==> config.mk <==
export PLATFORM = sky130hd
export DESIGN_NAME = smt_config
export DESIGN_NICKNAME = d
export VERILOG_FILES = /design/src/rtl/smt_pkg.sv /design/src/rtl/smt_config.sv
export SDC_FILE = /design/constraint.sdc
export NUM_CORES = 1
export LEC_CHECK = 0
export ABC_AREA = 1
export CAP_MARGIN = 0
export CORE_MARGIN = 3
export CORE_UTILIZATION = 60
export DETAILED_ROUTE_END_ITERATION = 12
export DONT_BUFFER_PORTS = 1
export PLACE_DENSITY = 0.76
export SLEW_MARGIN = 40
export SYNTH_ARGS = -nofsm -noshare
export SYNTH_HDL_FRONTEND = slang
export SYNTH_SLANG_ARGS = --single-unit
==> constraint.sdc <==
create_clock -name clock_in -period 3 [get_ports clock_in]
set_input_delay 0.6 -clock clock_in [delete_from_list [all_inputs] [get_ports clock_in]]
set_output_delay 0.6 -clock clock_in [all_outputs]
set_load 0.03 [all_outputs]
==> src/rtl/smt_pkg.sv <==
// constants and types shared by the system management configuration block
package smt_pkg;

    // register indices; the byte address on the bus is four times the index
    localparam logic [7:0] IDX_IRQ_PATH = 8'h70;
    localparam logic [7:0] IDX_WIN_RELOC = 8'h71;
    localparam logic [7:0] IDX_BIOS_BASE = 8'h80;
    localparam logic [7:0] IDX_SYS_CTL = 8'ha0;
    localparam logic [7:0] IDX_PM_CMD = 8'h90;
    localparam logic [7:0] IDX_SCALE_HI = 8'h91;
    localparam logic [7:0] IDX_SCALE_LO = 8'h92;
    localparam logic [7:0] IDX_IRQ_STATUS = 8'h93;
    localparam logic [7:0] IDX_IRQ_MASK = 8'h94;

    // reset values
    localparam logic [7:0] IRQ_PATH_RST = 8'h00;
    localparam logic [7:0] WIN_RELOC_RST = 8'h00;
    localparam logic [15:0] BIOS_BASE_RST = 16'h0078;
    localparam logic [7:0] SYS_CTL_RST = 8'h08;

    // interrupt path config fields
    localparam int PATH_IRQ_MASK = 0;
    localparam int PATH_ROUTE = 1;

    // control register fields and writable bits
    localparam int CTL_GATE = 0;
    localparam int CTL_STOP_EN = 1;
    localparam int CTL_SCALE = 2;
    localparam int CTL_FREEZE = 3;
    localparam int CTL_NO_WAIT = 6;
    localparam logic [7:0] CTL_WR_MASK = 8'h4f;

    // bios_timer_window_base bits, reserved bit, enable bit
    localparam logic [15:0] BIOS_ADDR_MASK = 16'hfffc;
    localparam int BIOS_EN = 0;

    // interrupt controller memory window
    localparam logic [15:0] WIN_BASE_HI = 16'hfec0;
    localparam logic [5:0] WIN_INDEX_SLOT = 6'h00;
    localparam logic [5:0] WIN_DATA_SLOT = 6'h01;

    // interrupt status events
    localparam int EV_SMI = 0;
    localparam int EV_TIMEOUT = 1;
    localparam int EV_GRANT = 2;
    localparam int EV_W = 3;

    // idle timer: one count per minute
    localparam longint unsigned CLK_HZ = 64'd40_000_000;
    localparam longint unsigned IDLE_TICK_S = 64'd60;
    localparam longint unsigned IDLE_TICK_CYCLES = IDLE_TICK_S * CLK_HZ;
    localparam logic [7:0] IDLE_RELOAD_DEF = 8'h0f;

    typedef enum logic [1:0] {
        ST_RUN = 2'b00,
        ST_STOP = 2'b01,
        ST_HIGH = 2'b10
    } smt_stop_e;

endpackage

==> src/rtl/smt_config.sv <==
// system management routing, window decode and stop-clock control with ahb-lite registers
`timescale 1ns/10ps
`default_nettype none

module smt_config
    import smt_pkg::*;
#(
    parameter logic [31:0] TICK_CYCLES = 32'(IDLE_TICK_CYCLES),
    parameter logic [7:0] IDLE_RELOAD = IDLE_RELOAD_DEF
) (
    input wire logic clock_in,
    input wire logic srst_in,
    input wire logic hsel_in,
    input wire logic [31:0] haddr_in,
    input wire logic [1:0] htrans_in,
    input wire logic hwrite_in,
    input wire logic [2:0] hsize_in,
    input wire logic [31:0] hwdata_in,
    input wire logic hready_in,
    output logic hreadyout_out,
    output logic hresp_out,
    output logic [31:0] hrdata_out,
    input wire logic legacy_irq_req_in,
    input wire logic sysmgmt_event_in,
    input wire logic system_event_in,
    input wire logic stop_grant_in,
    input wire logic break_event_in,
    input wire logic mem_valid_in,
    input wire logic [31:0] mem_addr_in,
    input wire logic io_valid_in,
    input wire logic [15:0] io_addr_in,
    output logic legacy_irq_out,
    output logic ioapic_shared_irq_out,
    output logic sysmgmt_irq_pin_n_out,
    output logic stop_clock_n_out,
    output logic window_index_sel_out,
    output logic window_data_sel_out,
    output logic bios_timer_hit_out,
    output logic irq_out
);

    function automatic logic reg_hit(input logic [31:0] a, input logic [7:0] idx);
        reg_hit = (a[31:10] == 22'h0) && (a[9:2] == idx) && (a[1:0] == 2'h0);
    endfunction

    logic [7:0] irq_path_q;
    logic [5:0] win_reloc_q;
    logic [15:0] bios_base_q;
    logic [7:0] sys_ctl_q;
    logic [7:0] pm_cmd_q;
    logic [7:0] scale_hi_q;
    logic [7:0] scale_lo_q;
    logic [EV_W-1:0] irq_status_q;
    logic [EV_W-1:0] irq_mask_q;
    logic wr_q;
    logic [31:0] addr_q;
    logic [31:0] hrdata_q;
    logic [31:0] rd_data_d;
    logic access;
    logic pm_command_reg_read;
    logic pm_write;
    logic ctl_write;
    logic stpen_clr;
    logic stpen_eff;
    smt_stop_e state_q;
    logic [7:0] dur_q;
    logic grant_seen_q;
    logic break_latched_q;
    logic wake;
    logic [31:0] tick_q;
    logic [7:0] idle_q;
    logic timeout;
    logic smi_cond;
    logic [EV_W-1:0] ev_set;

    // bus slave: zero wait, always okay
    assign access = hsel_in & htrans_in[1] & hready_in;
    assign hreadyout_out = 1'b1;
    assign hresp_out = 1'b0;
    assign hrdata_out = hrdata_q;

    always_ff @(posedge clock_in) begin
        if (srst_in) begin
            wr_q <= 1'b0;
            addr_q <= 32'h0;
        end else begin
            wr_q <= access & hwrite_in;
            addr_q <= haddr_in;
        end
    end

    always_comb begin
        rd_data_d = 32'h0;
        // write-only registers fall to the zero default, no side effect
        if (reg_hit(haddr_in, IDX_BIOS_BASE)) begin
            rd_data_d = {16'h0, bios_base_q & (BIOS_ADDR_MASK | 16'h0001)};
        end else if (reg_hit(haddr_in, IDX_SYS_CTL)) begin
            rd_data_d = {24'h0, sys_ctl_q};
        end else if (reg_hit(haddr_in, IDX_PM_CMD)) begin
            rd_data_d = {24'h0, pm_cmd_q};
        end else if (reg_hit(haddr_in, IDX_SCALE_HI)) begin
            rd_data_d = {24'h0, scale_hi_q};
        end else if (reg_hit(haddr_in, IDX_SCALE_LO)) begin
            rd_data_d = {24'h0, scale_lo_q};
        end else if (reg_hit(haddr_in, IDX_IRQ_STATUS)) begin
            rd_data_d = {29'h0, irq_status_q};
        end else if (reg_hit(haddr_in, IDX_IRQ_MASK)) begin
            rd_data_d = {29'h0, irq_mask_q};
        end
    end

    always_ff @(posedge clock_in) begin
        if (srst_in) begin
            hrdata_q <= 32'h0;
        end else if (access && !hwrite_in) begin
            hrdata_q <= rd_data_d;
        end else begin
            hrdata_q <= 32'h0;
        end
    end

    assign pm_command_reg_read = access & ~hwrite_in & reg_hit(haddr_in, IDX_PM_CMD);
    assign pm_write = wr_q & reg_hit(addr_q, IDX_PM_CMD);
    assign ctl_write = wr_q & reg_hit(addr_q, IDX_SYS_CTL);
    assign stpen_clr = pm_write | (ctl_write & ~hwdata_in[CTL_STOP_EN]);
    assign stpen_eff = sys_ctl_q[CTL_STOP_EN] & ~stpen_clr;

    // configuration registers
    always_ff @(posedge clock_in) begin
        if (srst_in) begin
            irq_path_q <= IRQ_PATH_RST;
            win_reloc_q <= WIN_RELOC_RST[5:0];
            bios_base_q <= BIOS_BASE_RST;
            pm_cmd_q <= 8'h0;
            scale_hi_q <= 8'h0;
            scale_lo_q <= 8'h0;
            irq_mask_q <= '0;
        end else if (wr_q) begin
            if (reg_hit(addr_q, IDX_IRQ_PATH)) begin
                irq_path_q <= {6'h0, hwdata_in[1:0]};
            end
            if (reg_hit(addr_q, IDX_WIN_RELOC)) begin
                win_reloc_q <= hwdata_in[5:0];
            end
            if (reg_hit(addr_q, IDX_BIOS_BASE)) begin
                bios_base_q <= hwdata_in[15:0] & (BIOS_ADDR_MASK | 16'h0001);
            end
            if (pm_write) begin
                pm_cmd_q <= hwdata_in[7:0];
            end
            if (reg_hit(addr_q, IDX_SCALE_HI)) begin
                scale_hi_q <= hwdata_in[7:0];
            end
            if (reg_hit(addr_q, IDX_SCALE_LO)) begin
                scale_lo_q <= hwdata_in[7:0];
            end
            if (reg_hit(addr_q, IDX_IRQ_MASK)) begin
                irq_mask_q <= hwdata_in[EV_W-1:0];
            end
        end
    end

    // control register; bits 4, 5 and 7 are dropped whatever software writes
    always_ff @(posedge clock_in) begin
        if (srst_in) begin
            sys_ctl_q <= SYS_CTL_RST;
        end else if (ctl_write) begin
            sys_ctl_q <= hwdata_in[7:0] & CTL_WR_MASK;
        end else if (pm_write) begin
            sys_ctl_q[CTL_STOP_EN] <= 1'b0;
        end
    end

    // idle countdown, one count per tick
    assign timeout = !sys_ctl_q[CTL_FREEZE] && (tick_q == TICK_CYCLES - 32'h1) && (idle_q <= 8'h1);

    always_ff @(posedge clock_in) begin
        if (srst_in) begin
            tick_q <= 32'h0;
            idle_q <= IDLE_RELOAD;
        end else if (system_event_in) begin
            tick_q <= 32'h0;
            idle_q <= IDLE_RELOAD;
        end else if (!sys_ctl_q[CTL_FREEZE]) begin
            if (tick_q == TICK_CYCLES - 32'h1) begin
                tick_q <= 32'h0;
                idle_q <= (idle_q <= 8'h1) ? IDLE_RELOAD : idle_q - 8'h1;
            end else begin
                tick_q <= tick_q + 32'h1;
            end
        end
    end

    // sticky events, set beats a clearing write
    assign ev_set = {stop_grant_in, timeout, sysmgmt_event_in | timeout};

    always_ff @(posedge clock_in) begin
        if (srst_in) begin
            irq_status_q <= '0;
        end else if (wr_q && reg_hit(addr_q, IDX_IRQ_STATUS)) begin
            irq_status_q <= (irq_status_q & ~hwdata_in[EV_W-1:0]) | ev_set;
        end else begin
            irq_status_q <= irq_status_q | ev_set;
        end
    end

    assign irq_out = |(irq_status_q & irq_mask_q);

    // smi and legacy interrupt routing
    assign smi_cond = irq_status_q[EV_SMI];
    assign sysmgmt_irq_pin_n_out = ~(smi_cond & sys_ctl_q[CTL_GATE] & ~irq_path_q[PATH_ROUTE]);
    // the controller input is shared, so smi displaces the legacy line
    assign ioapic_shared_irq_out = irq_path_q[PATH_ROUTE] ? smi_cond : legacy_irq_req_in;
    // masking relies on software keeping the controller enabled
    assign legacy_irq_out = legacy_irq_req_in & ~irq_path_q[PATH_IRQ_MASK];

    // window decodes, registered for clean timing
    always_ff @(posedge clock_in) begin
        if (srst_in) begin
            window_index_sel_out <= 1'b0;
            window_data_sel_out <= 1'b0;
            bios_timer_hit_out <= 1'b0;
        end else begin
            window_index_sel_out <= mem_valid_in && (mem_addr_in[31:16] == WIN_BASE_HI)
                && (mem_addr_in[15:10] == win_reloc_q)
                && (mem_addr_in[9:4] == WIN_INDEX_SLOT);
            window_data_sel_out <= mem_valid_in && (mem_addr_in[31:16] == WIN_BASE_HI)
                && (mem_addr_in[15:10] == win_reloc_q)
                && (mem_addr_in[9:4] == WIN_DATA_SLOT);
            bios_timer_hit_out <= io_valid_in && bios_base_q[BIOS_EN]
                && ((io_addr_in & BIOS_ADDR_MASK) == (bios_base_q & BIOS_ADDR_MASK));
        end
    end

    // stop grant and break latches live only outside the run state, through both the stop and high phases
    always_ff @(posedge clock_in) begin
        if (srst_in || state_q == ST_RUN) begin
            grant_seen_q <= 1'b0;
            break_latched_q <= 1'b0;
        end else begin
            grant_seen_q <= grant_seen_q | stop_grant_in;
            break_latched_q <= break_latched_q | break_event_in;
        end
    end

    // grant is taken from its latch, so a grant and break together wait a cycle
    assign wake = (break_latched_q | break_event_in)
        & (sys_ctl_q[CTL_NO_WAIT] | grant_seen_q);

    always_ff @(posedge clock_in) begin
        if (srst_in) begin
            state_q <= ST_RUN;
            dur_q <= 8'h0;
        end else begin
            case (state_q)
                ST_RUN: begin
                    if (pm_command_reg_read && stpen_eff) begin
                        state_q <= ST_STOP;
                        dur_q <= scale_lo_q;
                    end
                end
                ST_STOP: begin
                    if (!stpen_eff || wake) begin
                        state_q <= ST_RUN;
                    end else if (sys_ctl_q[CTL_SCALE] && dur_q <= 8'h1) begin
                        state_q <= ST_HIGH;
                        dur_q <= scale_hi_q;
                    end else if (sys_ctl_q[CTL_SCALE]) begin
                        dur_q <= dur_q - 8'h1;
                    end
                end
                ST_HIGH: begin
                    if (!stpen_eff || wake || !sys_ctl_q[CTL_SCALE]) begin
                        state_q <= ST_RUN;
                    end else if (dur_q <= 8'h1) begin
                        state_q <= ST_STOP;
                        dur_q <= scale_lo_q;
                    end else begin
                        dur_q <= dur_q - 8'h1;
                    end
                end
                default: begin
                    state_q <= ST_RUN;
                end
            endcase
        end
    end

    assign stop_clock_n_out = (state_q != ST_STOP);
endmodule

`default_nettype wire

==> impl_metrics.json, run 1 <==
{
  "detail_route.wl_per_cell_um": 13.9,
  "avgSynthCellArea_um2": 7.10,
  "place_inst": 1279,
  "rsz0062_at_grt": "false",
  "tightest_slew_ns": 0.759,
  "cts-root-buf": "clkbuf_16",
  "place.gp.congestion": 0.932,
  "drive_above_1_share": 0.0825,
  "maxSlewHeadroom": 0.493,
  "die_y_um": 122,
  "crit_top_cell": "o21ai_0",
  "grt_max_degree": 65,
  "ys_ff_latch": 162,
  "cts_setup_buffers": 0,
  "die_x_um": 122,
  "synth_top_area_share": 0.404,
  "synth_flop_cell": "dfxtp_1",
  "cts-hold-fix-buffers": 0,
  "diodes": 0,
  "fin_cells": 1312,
  "synthArstFlopShare": 0,
  "wl_mm": 18.3,
  "cts_inserted_buffers": 17,
  "dr_total_vias": 7087,
  "ys_seq_area_frac": 0.404,
  "switching_share": 0.292,
  "min_period_over_period": 0.767,
  "critPathSlowestCell": "dfxtp_1",
  "hold_class": "input pin to flop",
  "hold_violations": 0,
  "cts.path.max_buffers": 2,
  "p_leak_nw": 3.59,
  "power.share.clock": 0.406,
  "cp-end-kind": "flop",
  "cts_tree": "built",
  "cts_repair_resize_count": 0,
  "pwr-share-comb": 0.191,
  "cp_max_fo": 12,
  "crit_buf_inv": 1,
  "grt_pass1_vias": 6364,
  "required_ns": 3.33,
  "grt_pass1_wl_mm": 29.9,
  "hpwl_mm": 13.5,
  "outcome": "finished clean",
  "cp.arrival_ns": 2.63,
  "syn_area_um2": 8030,
  "syn_to_final_growth_pct": 8.76,
  "yosysUniqueCellTypes": 53,
  "io_buffers": 0,
  "coreArea_um2": 12800,
  "setup_violations": 0,
  "antenna_left": 0,
  "max_stage_delay_ns": 0.36,
  "fin_skew_ns": 0.00826,
  "drv_cap": 0,
  "yosysTopAreaCell": "dfxtp_1",
  "grt-ovfl-total": 0,
  "synth_edf_count": 0,
  "yosysMostFrequentCell": "nor2_1",
  "die_area_um2": 14800,
  "fin_setup_tns_ns": 0,
  "io_pins": 171,
  "path_class": "flop to flop",
  "detail_route.drc_violations": 0,
  "clkSinkCount": 162,
  "clk_latency_ns": 0.43,
  "start_util": 0.626,
  "pwr_density_cell_nw_per_um2": 653,
  "syn_inst": 1130,
  "h-tree-depth": 4,
  "peakVddDrop_mv": 0.426,
  "yosysWarnings": 0,
  "via_per_inst": 5.40,
  "fin_nets": 1265,
  "critPathTopFamily": "compound AO/OA/AOI/OAI gates",
  "drt_iter0_markers": 568,
  "track_usage": 0.252,
  "row_count": 41,
  "synth_area_leaders": "dfxtp_1, nor2_1, inv_1",
  "grt_antenna_before_repair": 0,
  "p_sw_mw": 1.66,
  "min_period_ns": 2.30,
  "synth_common_cells": "nor2_1, inv_1, dfxtp_1",
  "clk_pin_slew_worst_paths_ns": 0.06,
  "drv_slew": 0,
  "power.internal_mw": 4.04,
  "finalPower_mw": 5.70,
  "first_pass_iters": 5,
  "cp-start-kind": "flop",
  "fillers": 1145,
  "cp_cell_sequence": "inv_1 > ha_1 > o21ai_0 > nor2_2 > nand2_1 > o21ai_0 > o21ai_0 > a21oi_1 > nand4_1 > nand2_1 > nor2_1",
  "fmax_mhz": 435,
  "p_seq_frac": 0.403
}
[logic make-up after synthesis]
group | count (synthesis) | share of synthesized area
buf+inv | 218 | 0.113
xor+xnor | 23 | 0.0251
other cells | 2 | 0.000936
fa+ha+maj | 9 | 0.0140
simple gates | 515 | 0.300
flops | 162 | 0.404
compound gates | 201 | 0.143
[state kept, by name, summed over array words and instances, names as in the netlist, 2 cells and up]
name and count:
scale_lo_q 8, tick_q 32, irq_path_q 2, pm_cmd_q 8, addr_q 32, win_reloc_q 6, scale_hi_q 8, irq_mask_q 3
state_q 2, dur_q 8, bios_base_q 15, sys_ctl_q 5, hrdata_out 16, idle_q 8, irq_status_q 3
[final timing paths]
| kind | from | end | slack, ns | cells after the start |
|---|---|---|---|---|
| min | mem_addr_in[4] | window_index_sel_out$_SDFF_PP0_ | 0.24 | 1 |
| min reg2reg | pm_cmd_q[2]$_SDFFE_PP0P_ | pm_cmd_q[2]$_SDFFE_PP0P_ | 0.45 | 2 |
| max | dur_q[0]$_SDFFE_PP0P_ | dur_q[1]$_SDFFE_PP0P_ | 0.70 | 11 |
| max reg2reg | dur_q[0]$_SDFFE_PP0P_ | dur_q[1]$_SDFFE_PP0P_ | 0.70 | 11 |
[power by group through the flow]
| stage | Sequential (mW) | Combinational [mW] | Clock, mW |
|---|---|---|---|
| global route | 2.31 | 1.21 | 2.44 |
| global placement | 2.34 | 1.04 | 0 |
| CTS | 2.30 | 1.07 | 2.34 |
| floorplan | 2.33 | 0.899 | 0 |
| detailed placement | 2.34 | 1.06 | 0 |
| finish | 2.30 | 1.09 | 2.31 |
[final cells by class]
| cell class | count | area (µm²) | area share |
|---|---|---|---|
| multi-input cells | 766 | 3950 | 0.452 |
| clock inverters | 13 | 184 | 0.0211 |
| flip-flops and latches | 162 | 3240 | 0.372 |
| repair buffers | 3 | 22.5 | 0.00258 |
| inverters | 177 | 666 | 0.0763 |
| clock buffers | 19 | 453 | 0.0519 |
| well taps | 172 | 215 | 0.0247 |
[through the flow]
step / utilization / cell area (µm²) / hold WS, ns / worst slack, ns
5_1_grt: 0.681 / 8730 / 0.223 / 0.509
4_1_cts: 0.679 / 8710 / 0.227 / 0.775
2_1_floorplan: - / 8090 / 0.425 / 1.09
3_3_place_gp: 0.630 / 8080 / 0.435 / 0.711
3_5_place_dp: 0.630 / 8080 / 0.443 / 0.678
6_report: 0.681 / 8730 / 0.238 / 0.699
[layout by cell type (no fill, tap or decap), drive strengths merged, types with 6 or more instances in the layout]
cell,count
clkbuf,19
ha,9
inv,176
dfxtp,162
nor2,208
a211oi,24
o211ai,7
nand4,32
or2,6
xor2,11
a21oi,75
xnor2,12
nor3,33
nand2,160
conb,18
nor4,10
o21ai,72
nand3,61
clkinv,7
[worst reg2reg max path: cells and delay by family (launching register included)]
family                   cells  cell delay [ns]
AO/OA/AOI/OAI                4             0.75
AND/OR/NAND/NOR              5             0.72
flip-flops                   1             0.36
adder cells (fa/ha/maj)      1             0.26
buffers and inverters        1             0.10
[layer usage]
| metal | vias up | GRT usage | wire length (µm) |
|---|---|---|---|
| li1 | 3634 | - | - |
| met1 | 3174 | 0.332 | 8410 |
| met2 | 236 | 0.404 | 8220 |
| met3 | 43 | 0.0692 | 1220 |
| met4 | 0 | 0.0819 | 399 |
| met5 | - | 0 | 0 |
(Power assumes the default switching activity.)
==> run 2, diff against run 1 <==
ABC_AREA = 0   (was 1)
clock period = 2.2 ns   (was 3 ns; I/O delays follow)
==> impl_metrics.json, run 2 <==
{
  "yosysWarnings": 0,
  "syn_area_um2": 7510,
  "clk_latency_ns": 0.44,
  "clk_pin_slew_worst_paths_ns": 0.06,
  "drive_above_1_share": 0.120,
  "ff2ff_path_depth": 6,
  "startpoint": "dur_q[2]$_SDFFE_PP0P_",
  "diodes": 0,
  "cts-root-buf": "clkbuf_16",
  "wl_mm": 18.5,
  "yosysTopAreaCell": "dfxtp_1",
  "ys_seq_area_frac": 0.432,
  "dr_total_vias": 6113,
  "cp.arrival_ns": 2.44,
  "h-tree-depth": 4,
  "fmax_mhz": 473,
  "fin_skew_ns": 0.00743,
  "maxSlewHeadroom": 0.619,
  "grt_pass1_vias": 6022,
  "cts-hold-fix-buffers": 0,
  "required_ns": 2.53,
  "via_per_inst": 5.87,
  "syn_to_final_growth_pct": 13.9,
  "die_y_um": 118,
  "cp_max_fo": 6,
  "multiInputGateArea_um2": 4030,
  "grt_antenna_before_repair": 0,
  "final_cell_mix": "dfxtp_1, nor2_1, mux2i_1",
  "fin_nets": 999,
  "pwr_density_cell_nw_per_um2": 721,
  "coreArea_um2": 12100,
  "drt_iter0_markers": 496,
  "post-route-util": 0.706,
  "fillers": 929,
  "syn_inst": 837,
  "min_period_ns": 2.11,
  "fin_cells": 1042,
  "synth_common_cells": "dfxtp_1, nor2_1, mux2i_1",
  "cts_tree": "built",
  "critical_path.endpoint": "dur_q[4]$_SDFFE_PP0P_",
  "row_count": 40,
  "p_leak_nw": 3.22,
  "grt-ovfl-total": 0,
  "start_util": 0.620,
  "synth_top_area_share": 0.432,
  "setup_violations": 0,
  "die_x_um": 118,
  "drv_slew": 0,
  "r2r_start": "dur_q[2]$_SDFFE_PP0P_",
  "path_class": "flop to flop",
  "hold_class": "input pin to flop",
  "place_inst": 1008,
  "synth_edf_count": 0,
  "avgSynthCellArea_um2": 8.97,
  "place.gp.congestion": 0.918,
  "io_pins": 171,
  "drv_cap": 0,
  "hpwl_mm": 13.2,
  "preCtsSetupSlack_ns": -0.156,
  "synthArstFlopShare": 0,
  "synth_flop_cell": "dfxtp_1",
  "synth_area_leaders": "dfxtp_1, mux2i_1, nor2_1",
  "seqCellArea_um2": 3240,
  "die_area_um2": 13900,
  "worst_slack_ns": 0.0859,
  "peakVddDrop_mv": 0.557,
  "detail_route.wl_per_cell_um": 17.7,
  "antenna_left": 0,
  "ys_ff_latch": 162,
  "yosysUniqueCellTypes": 65,
  "outcome": "finished clean",
  "track_usage": 0.265,
  "yosysMostFrequentCell": "dfxtp_1",
  "grt_pass1_wl_mm": 29.7,
  "io_buffers": 0,
  "hold_violations": 0,
  "tightest_slew_ns": 0.570,
  "cts_inserted_buffers": 17,
  "reg2reg_to": "dur_q[4]$_SDFFE_PP0P_",
  "reg2reg_slack_ns": 0.09,
  "clkSinkCount": 162,
  "final_common_cell": "dfxtp_1",
  "rsz0062_at_grt": "false",
  "cp-start-kind": "flop",
  "detail_route.drc_violations": 0,
  "min_period_over_period": 0.961,
  "cts.path.max_buffers": 2,
  "first_pass_iters": 5,
  "grt_max_degree": 109,
  "cp-end-kind": "flop"
}
==> run 2: cell types whose count changed in the layout (fill, tap and decap cells not counted), moves of 19 or more <==
| cell | change |
|---|---|
| inv_1 | -133 |
| nand2_1 | -121 |
| nor2_1 | -65 |
| o21ai_0 | -54 |
| mux2i_1 | +53 |
| a21oi_1 | -52 |
| nor2b_1 | +36 |
| nand3_1 | -35 |
| buf_4 | +31 |
| a211oi_1 | -19 |
| xnor2_1 | +19 |
==> run 2: critical path, stage by stage (launching register included) <==
cell and delay [ns]:
dfxtp_1 0.31, or4_4 0.55, or4b_4 0.54, a21oi_4 0.23, o21ai_2 0.10, nor3_1 0.21, nor3_1 0.06
==> run 2: where the power goes <==
group	leakage [nW]	switching (mW)	internal [mW]
logic	1.61	0.112	0.0727
registers	1.31	0.0222	2.97
clock network	0.295	1.25	1.75
total	3.22	1.38	4.79
==> run 2: how the worst min path moves through the flow <==
stage	end	from	slack, ns	cells past startpoint
after floorplan	idle_q[7]$_SDFFE_PP0P_	idle_q[7]$_SDFFE_PP0P_	0.45	2
after global placement	idle_q[7]$_SDFFE_PP0P_	idle_q[7]$_SDFFE_PP0P_	0.46	2
after detailed placement	break_latched_q$_SDFF_PP0_	break_latched_q$_SDFF_PP0_	0.47	2
after CTS	window_index_sel_out$_SDFF_PP0_	mem_addr_in[4]	0.07	1
after global routing	bios_base_q[14]$_SDFFE_PP0P_	srst_in	0.07	1
final	window_index_sel_out$_SDFF_PP0_	mem_addr_in[4]	0.07	1
==> run 2: cells by family (layout without fill, tap and decap cells) <==
group           count (synthesis)  count (layout)  synth area share
compound gates                101             101            0.0966
xor+xnor                       58              58            0.0676
fa+ha+maj                       9               9            0.0150
buf+inv                        83             104            0.0543
flops                         162             162             0.432
mux                            56              56            0.0751
other cells                     2              18           0.00100
simple gates                  366             366             0.258
==> run 2: metal layers <==
metal  up-vias  share of wire  GRT usage
li1       2947              -          -
met1      2939           0.39      0.302
met2       175           0.52      0.466
met3        52          0.051     0.0615
met4         0          0.032      0.129
met5         -              0          0
==> run 2: area by class of cell <==
class                           count  share of cell area
Multi-Input combinational cell    608               0.471
Sequential cell                   162               0.379
Timing Repair Buffer               40              0.0418
Clock inverter                     13              0.0168
Tap cell                          168              0.0246
Clock buffer                       19              0.0530
Inverter                           32              0.0140
==> run 2: what timing repair did <==
action / 4_1_cts / 5_1_grt
setup buffers: 2 / 0
endpoints found under the setup margin: 8 / 46
pin swaps: 4 / 5
resized for setup: 6 / 18
==> run 2: metrics by stage <==
| step | TNS [ns] | area, µm² | hold WS (ns) | power [mW] |
|---|---|---|---|---|
| floorplan | 0 | 7570 | 0.449 | 3.25 |
| global placement | -0.118 | 7820 | 0.458 | 3.22 |
| detailed placement | -0.731 | 7820 | 0.471 | 3.23 |
| CTS | 0 | 8460 | 0.0695 | 6.18 |
| global route | 0 | 8550 | 0.0672 | 6.31 |
| finish | 0 | 8550 | 0.0736 | 6.17 |
==> run 3, diff against run 2 <==
ABC_AREA = 1   (was 0)
ABC_CLOCK_PERIOD_IN_PS = 2200   (was unset)
==> impl_metrics.json, run 3 (synthesis results as in run 1) <==
{
  "outcome": "finished clean",
  "grt-ovfl-total": 0,
  "hold_violations": 0,
  "grt_max_degree": 65,
  "hpwl_mm": 14.0,
  "via_per_inst": 5.44,
  "drv_slew": 0,
  "cts_inserted_buffers": 17,
  "die_y_um": 122,
  "wl_mm": 18.8,
  "fin_nets": 1282,
  "fillers": 1136,
  "syn_to_final_growth_pct": 9.88,
  "io_pins": 171,
  "h-tree-depth": 4,
  "min_period_ns": 2.01,
  "cp.arrival_ns": 2.36,
  "io_buffers": 0,
  "hold_class": "input pin to flop",
  "holdPathStages": 1,
  "cts-root-buf": "clkbuf_16",
  "ff2ff_path_depth": 11,
  "cp_max_fo": 5,
  "row_count": 41,
  "track_usage": 0.261,
  "clk_pin_slew_worst_paths_ns": 0.06,
  "start_util": 0.626,
  "fin_skew_ns": 0.0125,
  "cp-start-kind": "flop",
  "die_area_um2": 14800,
  "drt_iter0_markers": 566,
  "antenna_left": 0,
  "reg2reg_slack_ns": 0.19,
  "clk_latency_ns": 0.42,
  "min_period_over_period": 0.912,
  "tightest_slew_ns": 0.536,
  "dr_total_vias": 7223,
  "first_pass_iters": 5,
  "grt_pass1_vias": 6663,
  "fin_setup_tns_ns": 0,
  "die_x_um": 122,
  "drive_above_1_share": 0.0969,
  "p_leak_nw": 3.67,
  "final_common_cell": "nor2_1",
  "fmax_mhz": 499,
  "required_ns": 2.55,
  "grt_pass1_wl_mm": 31.0,
  "drv_cap": 0,
  "cts.path.max_buffers": 2,
  "detail_route.wl_per_cell_um": 14.2,
  "cts-hold-fix-buffers": 0,
  "place.gp.congestion": 0.925,
  "setup_violations": 0,
  "place_inst": 1296,
  "path_class": "flop to flop",
  "rsz0062_at_grt": "false",
  "peakVddDrop_mv": 0.686,
  "diodes": 0,
  "detail_route.drc_violations": 0,
  "final_cell_mix": "nor2_1, inv_1, dfxtp_1",
  "coreArea_um2": 12800,
  "cts_tree": "built",
  "fin_cells": 1328,
  "grt_antenna_before_repair": 0,
  "maxSlewHeadroom": 0.640,
  "pwr_density_cell_nw_per_um2": 851,
  "cp-end-kind": "flop",
  "clkSinkCount": 162
}
[run 3: cell count changes in the layout (fill, tap and decap cells not counted), sizes merged, moves of 36 or more]
cell / previous run / this run
nand2: 32 / 160
o21ai: 21 / 72
nor2: 133 / 208
nor2b: 36 / 0
a21oi: 23 / 75
mux2i: 53 / 0
inv: 38 / 180
nand3: 18 / 61
[run 3: per-stage QoR]
step,utilization,setup slack (ns),area [µm²],hold WS [ns],power [mW]
3_3_place_gp,0.641,0.163,8220,0.433,4.63
3_5_place_dp,0.641,0.108,8220,0.440,4.66
4_1_cts,0.685,0.116,8790,0.0683,7.52
5_1_grt,0.688,0.0110,8820,0.0627,7.90
6_report,0.688,0.194,8820,0.0865,7.50
2_1_floorplan,-,0.428,8090,0.425,4.40
[run 3: worst max-delay path: stages, from the launching register on]
cell and delay, ns:
dfxtp_2 0.37, inv_1 0.07, ha_1 0.21, buf_4 0.15
or2_2 0.29, nand4_1 0.12, nand2_1 0.12, inv_1 0.13
a21oi_1 0.08, a22oi_1 0.21, nor2_1 0.09, nor2_1 0.10
[run 3: worst paths after layout]
kind	endpoint	startpoint
max	dur_q[5]$_SDFFE_PP0P_	dur_q[0]$_SDFFE_PP0P_
max reg2reg	dur_q[5]$_SDFFE_PP0P_	dur_q[0]$_SDFFE_PP0P_
min	window_index_sel_out$_SDFF_PP0_	mem_addr_in[4]
min reg2reg	pm_cmd_q[2]$_SDFFE_PP0P_	pm_cmd_q[2]$_SDFFE_PP0P_
[run 3: per-layer routing]
metal	vias up	wire [µm]	track usage	share of wire
li1	3676	-	-	-
met1	3260	8320	0.333	0.44
met2	263	8880	0.438	0.47
met3	24	1390	0.0720	0.074
met4	0	255	0.0665	0.014
met5	-	0	0	0
[run 3: power by group]
group	switching (mW)	internal [mW]	total (mW)
sequential	0.0888	3.05	3.14
combinational	0.968	0.531	1.50
clock	1.24	1.63	2.87
[run 3: layout make-up]
class | count | area [µm²] | area share
sequential | 162 | 3250 | 0.368
multi-input combinational | 766 | 3950 | 0.448
inverter | 177 | 666 | 0.0755
timing repair buffer | 20 | 163 | 0.0184
tap | 172 | 215 | 0.0244
clock buffer | 19 | 453 | 0.0514
clock inverter | 12 | 123 | 0.0139
[run 3: repair_timing]
item,CTS,global route
setup endpoints to repair,0,9
resized for setup,0,7
buffers inserted,0,1
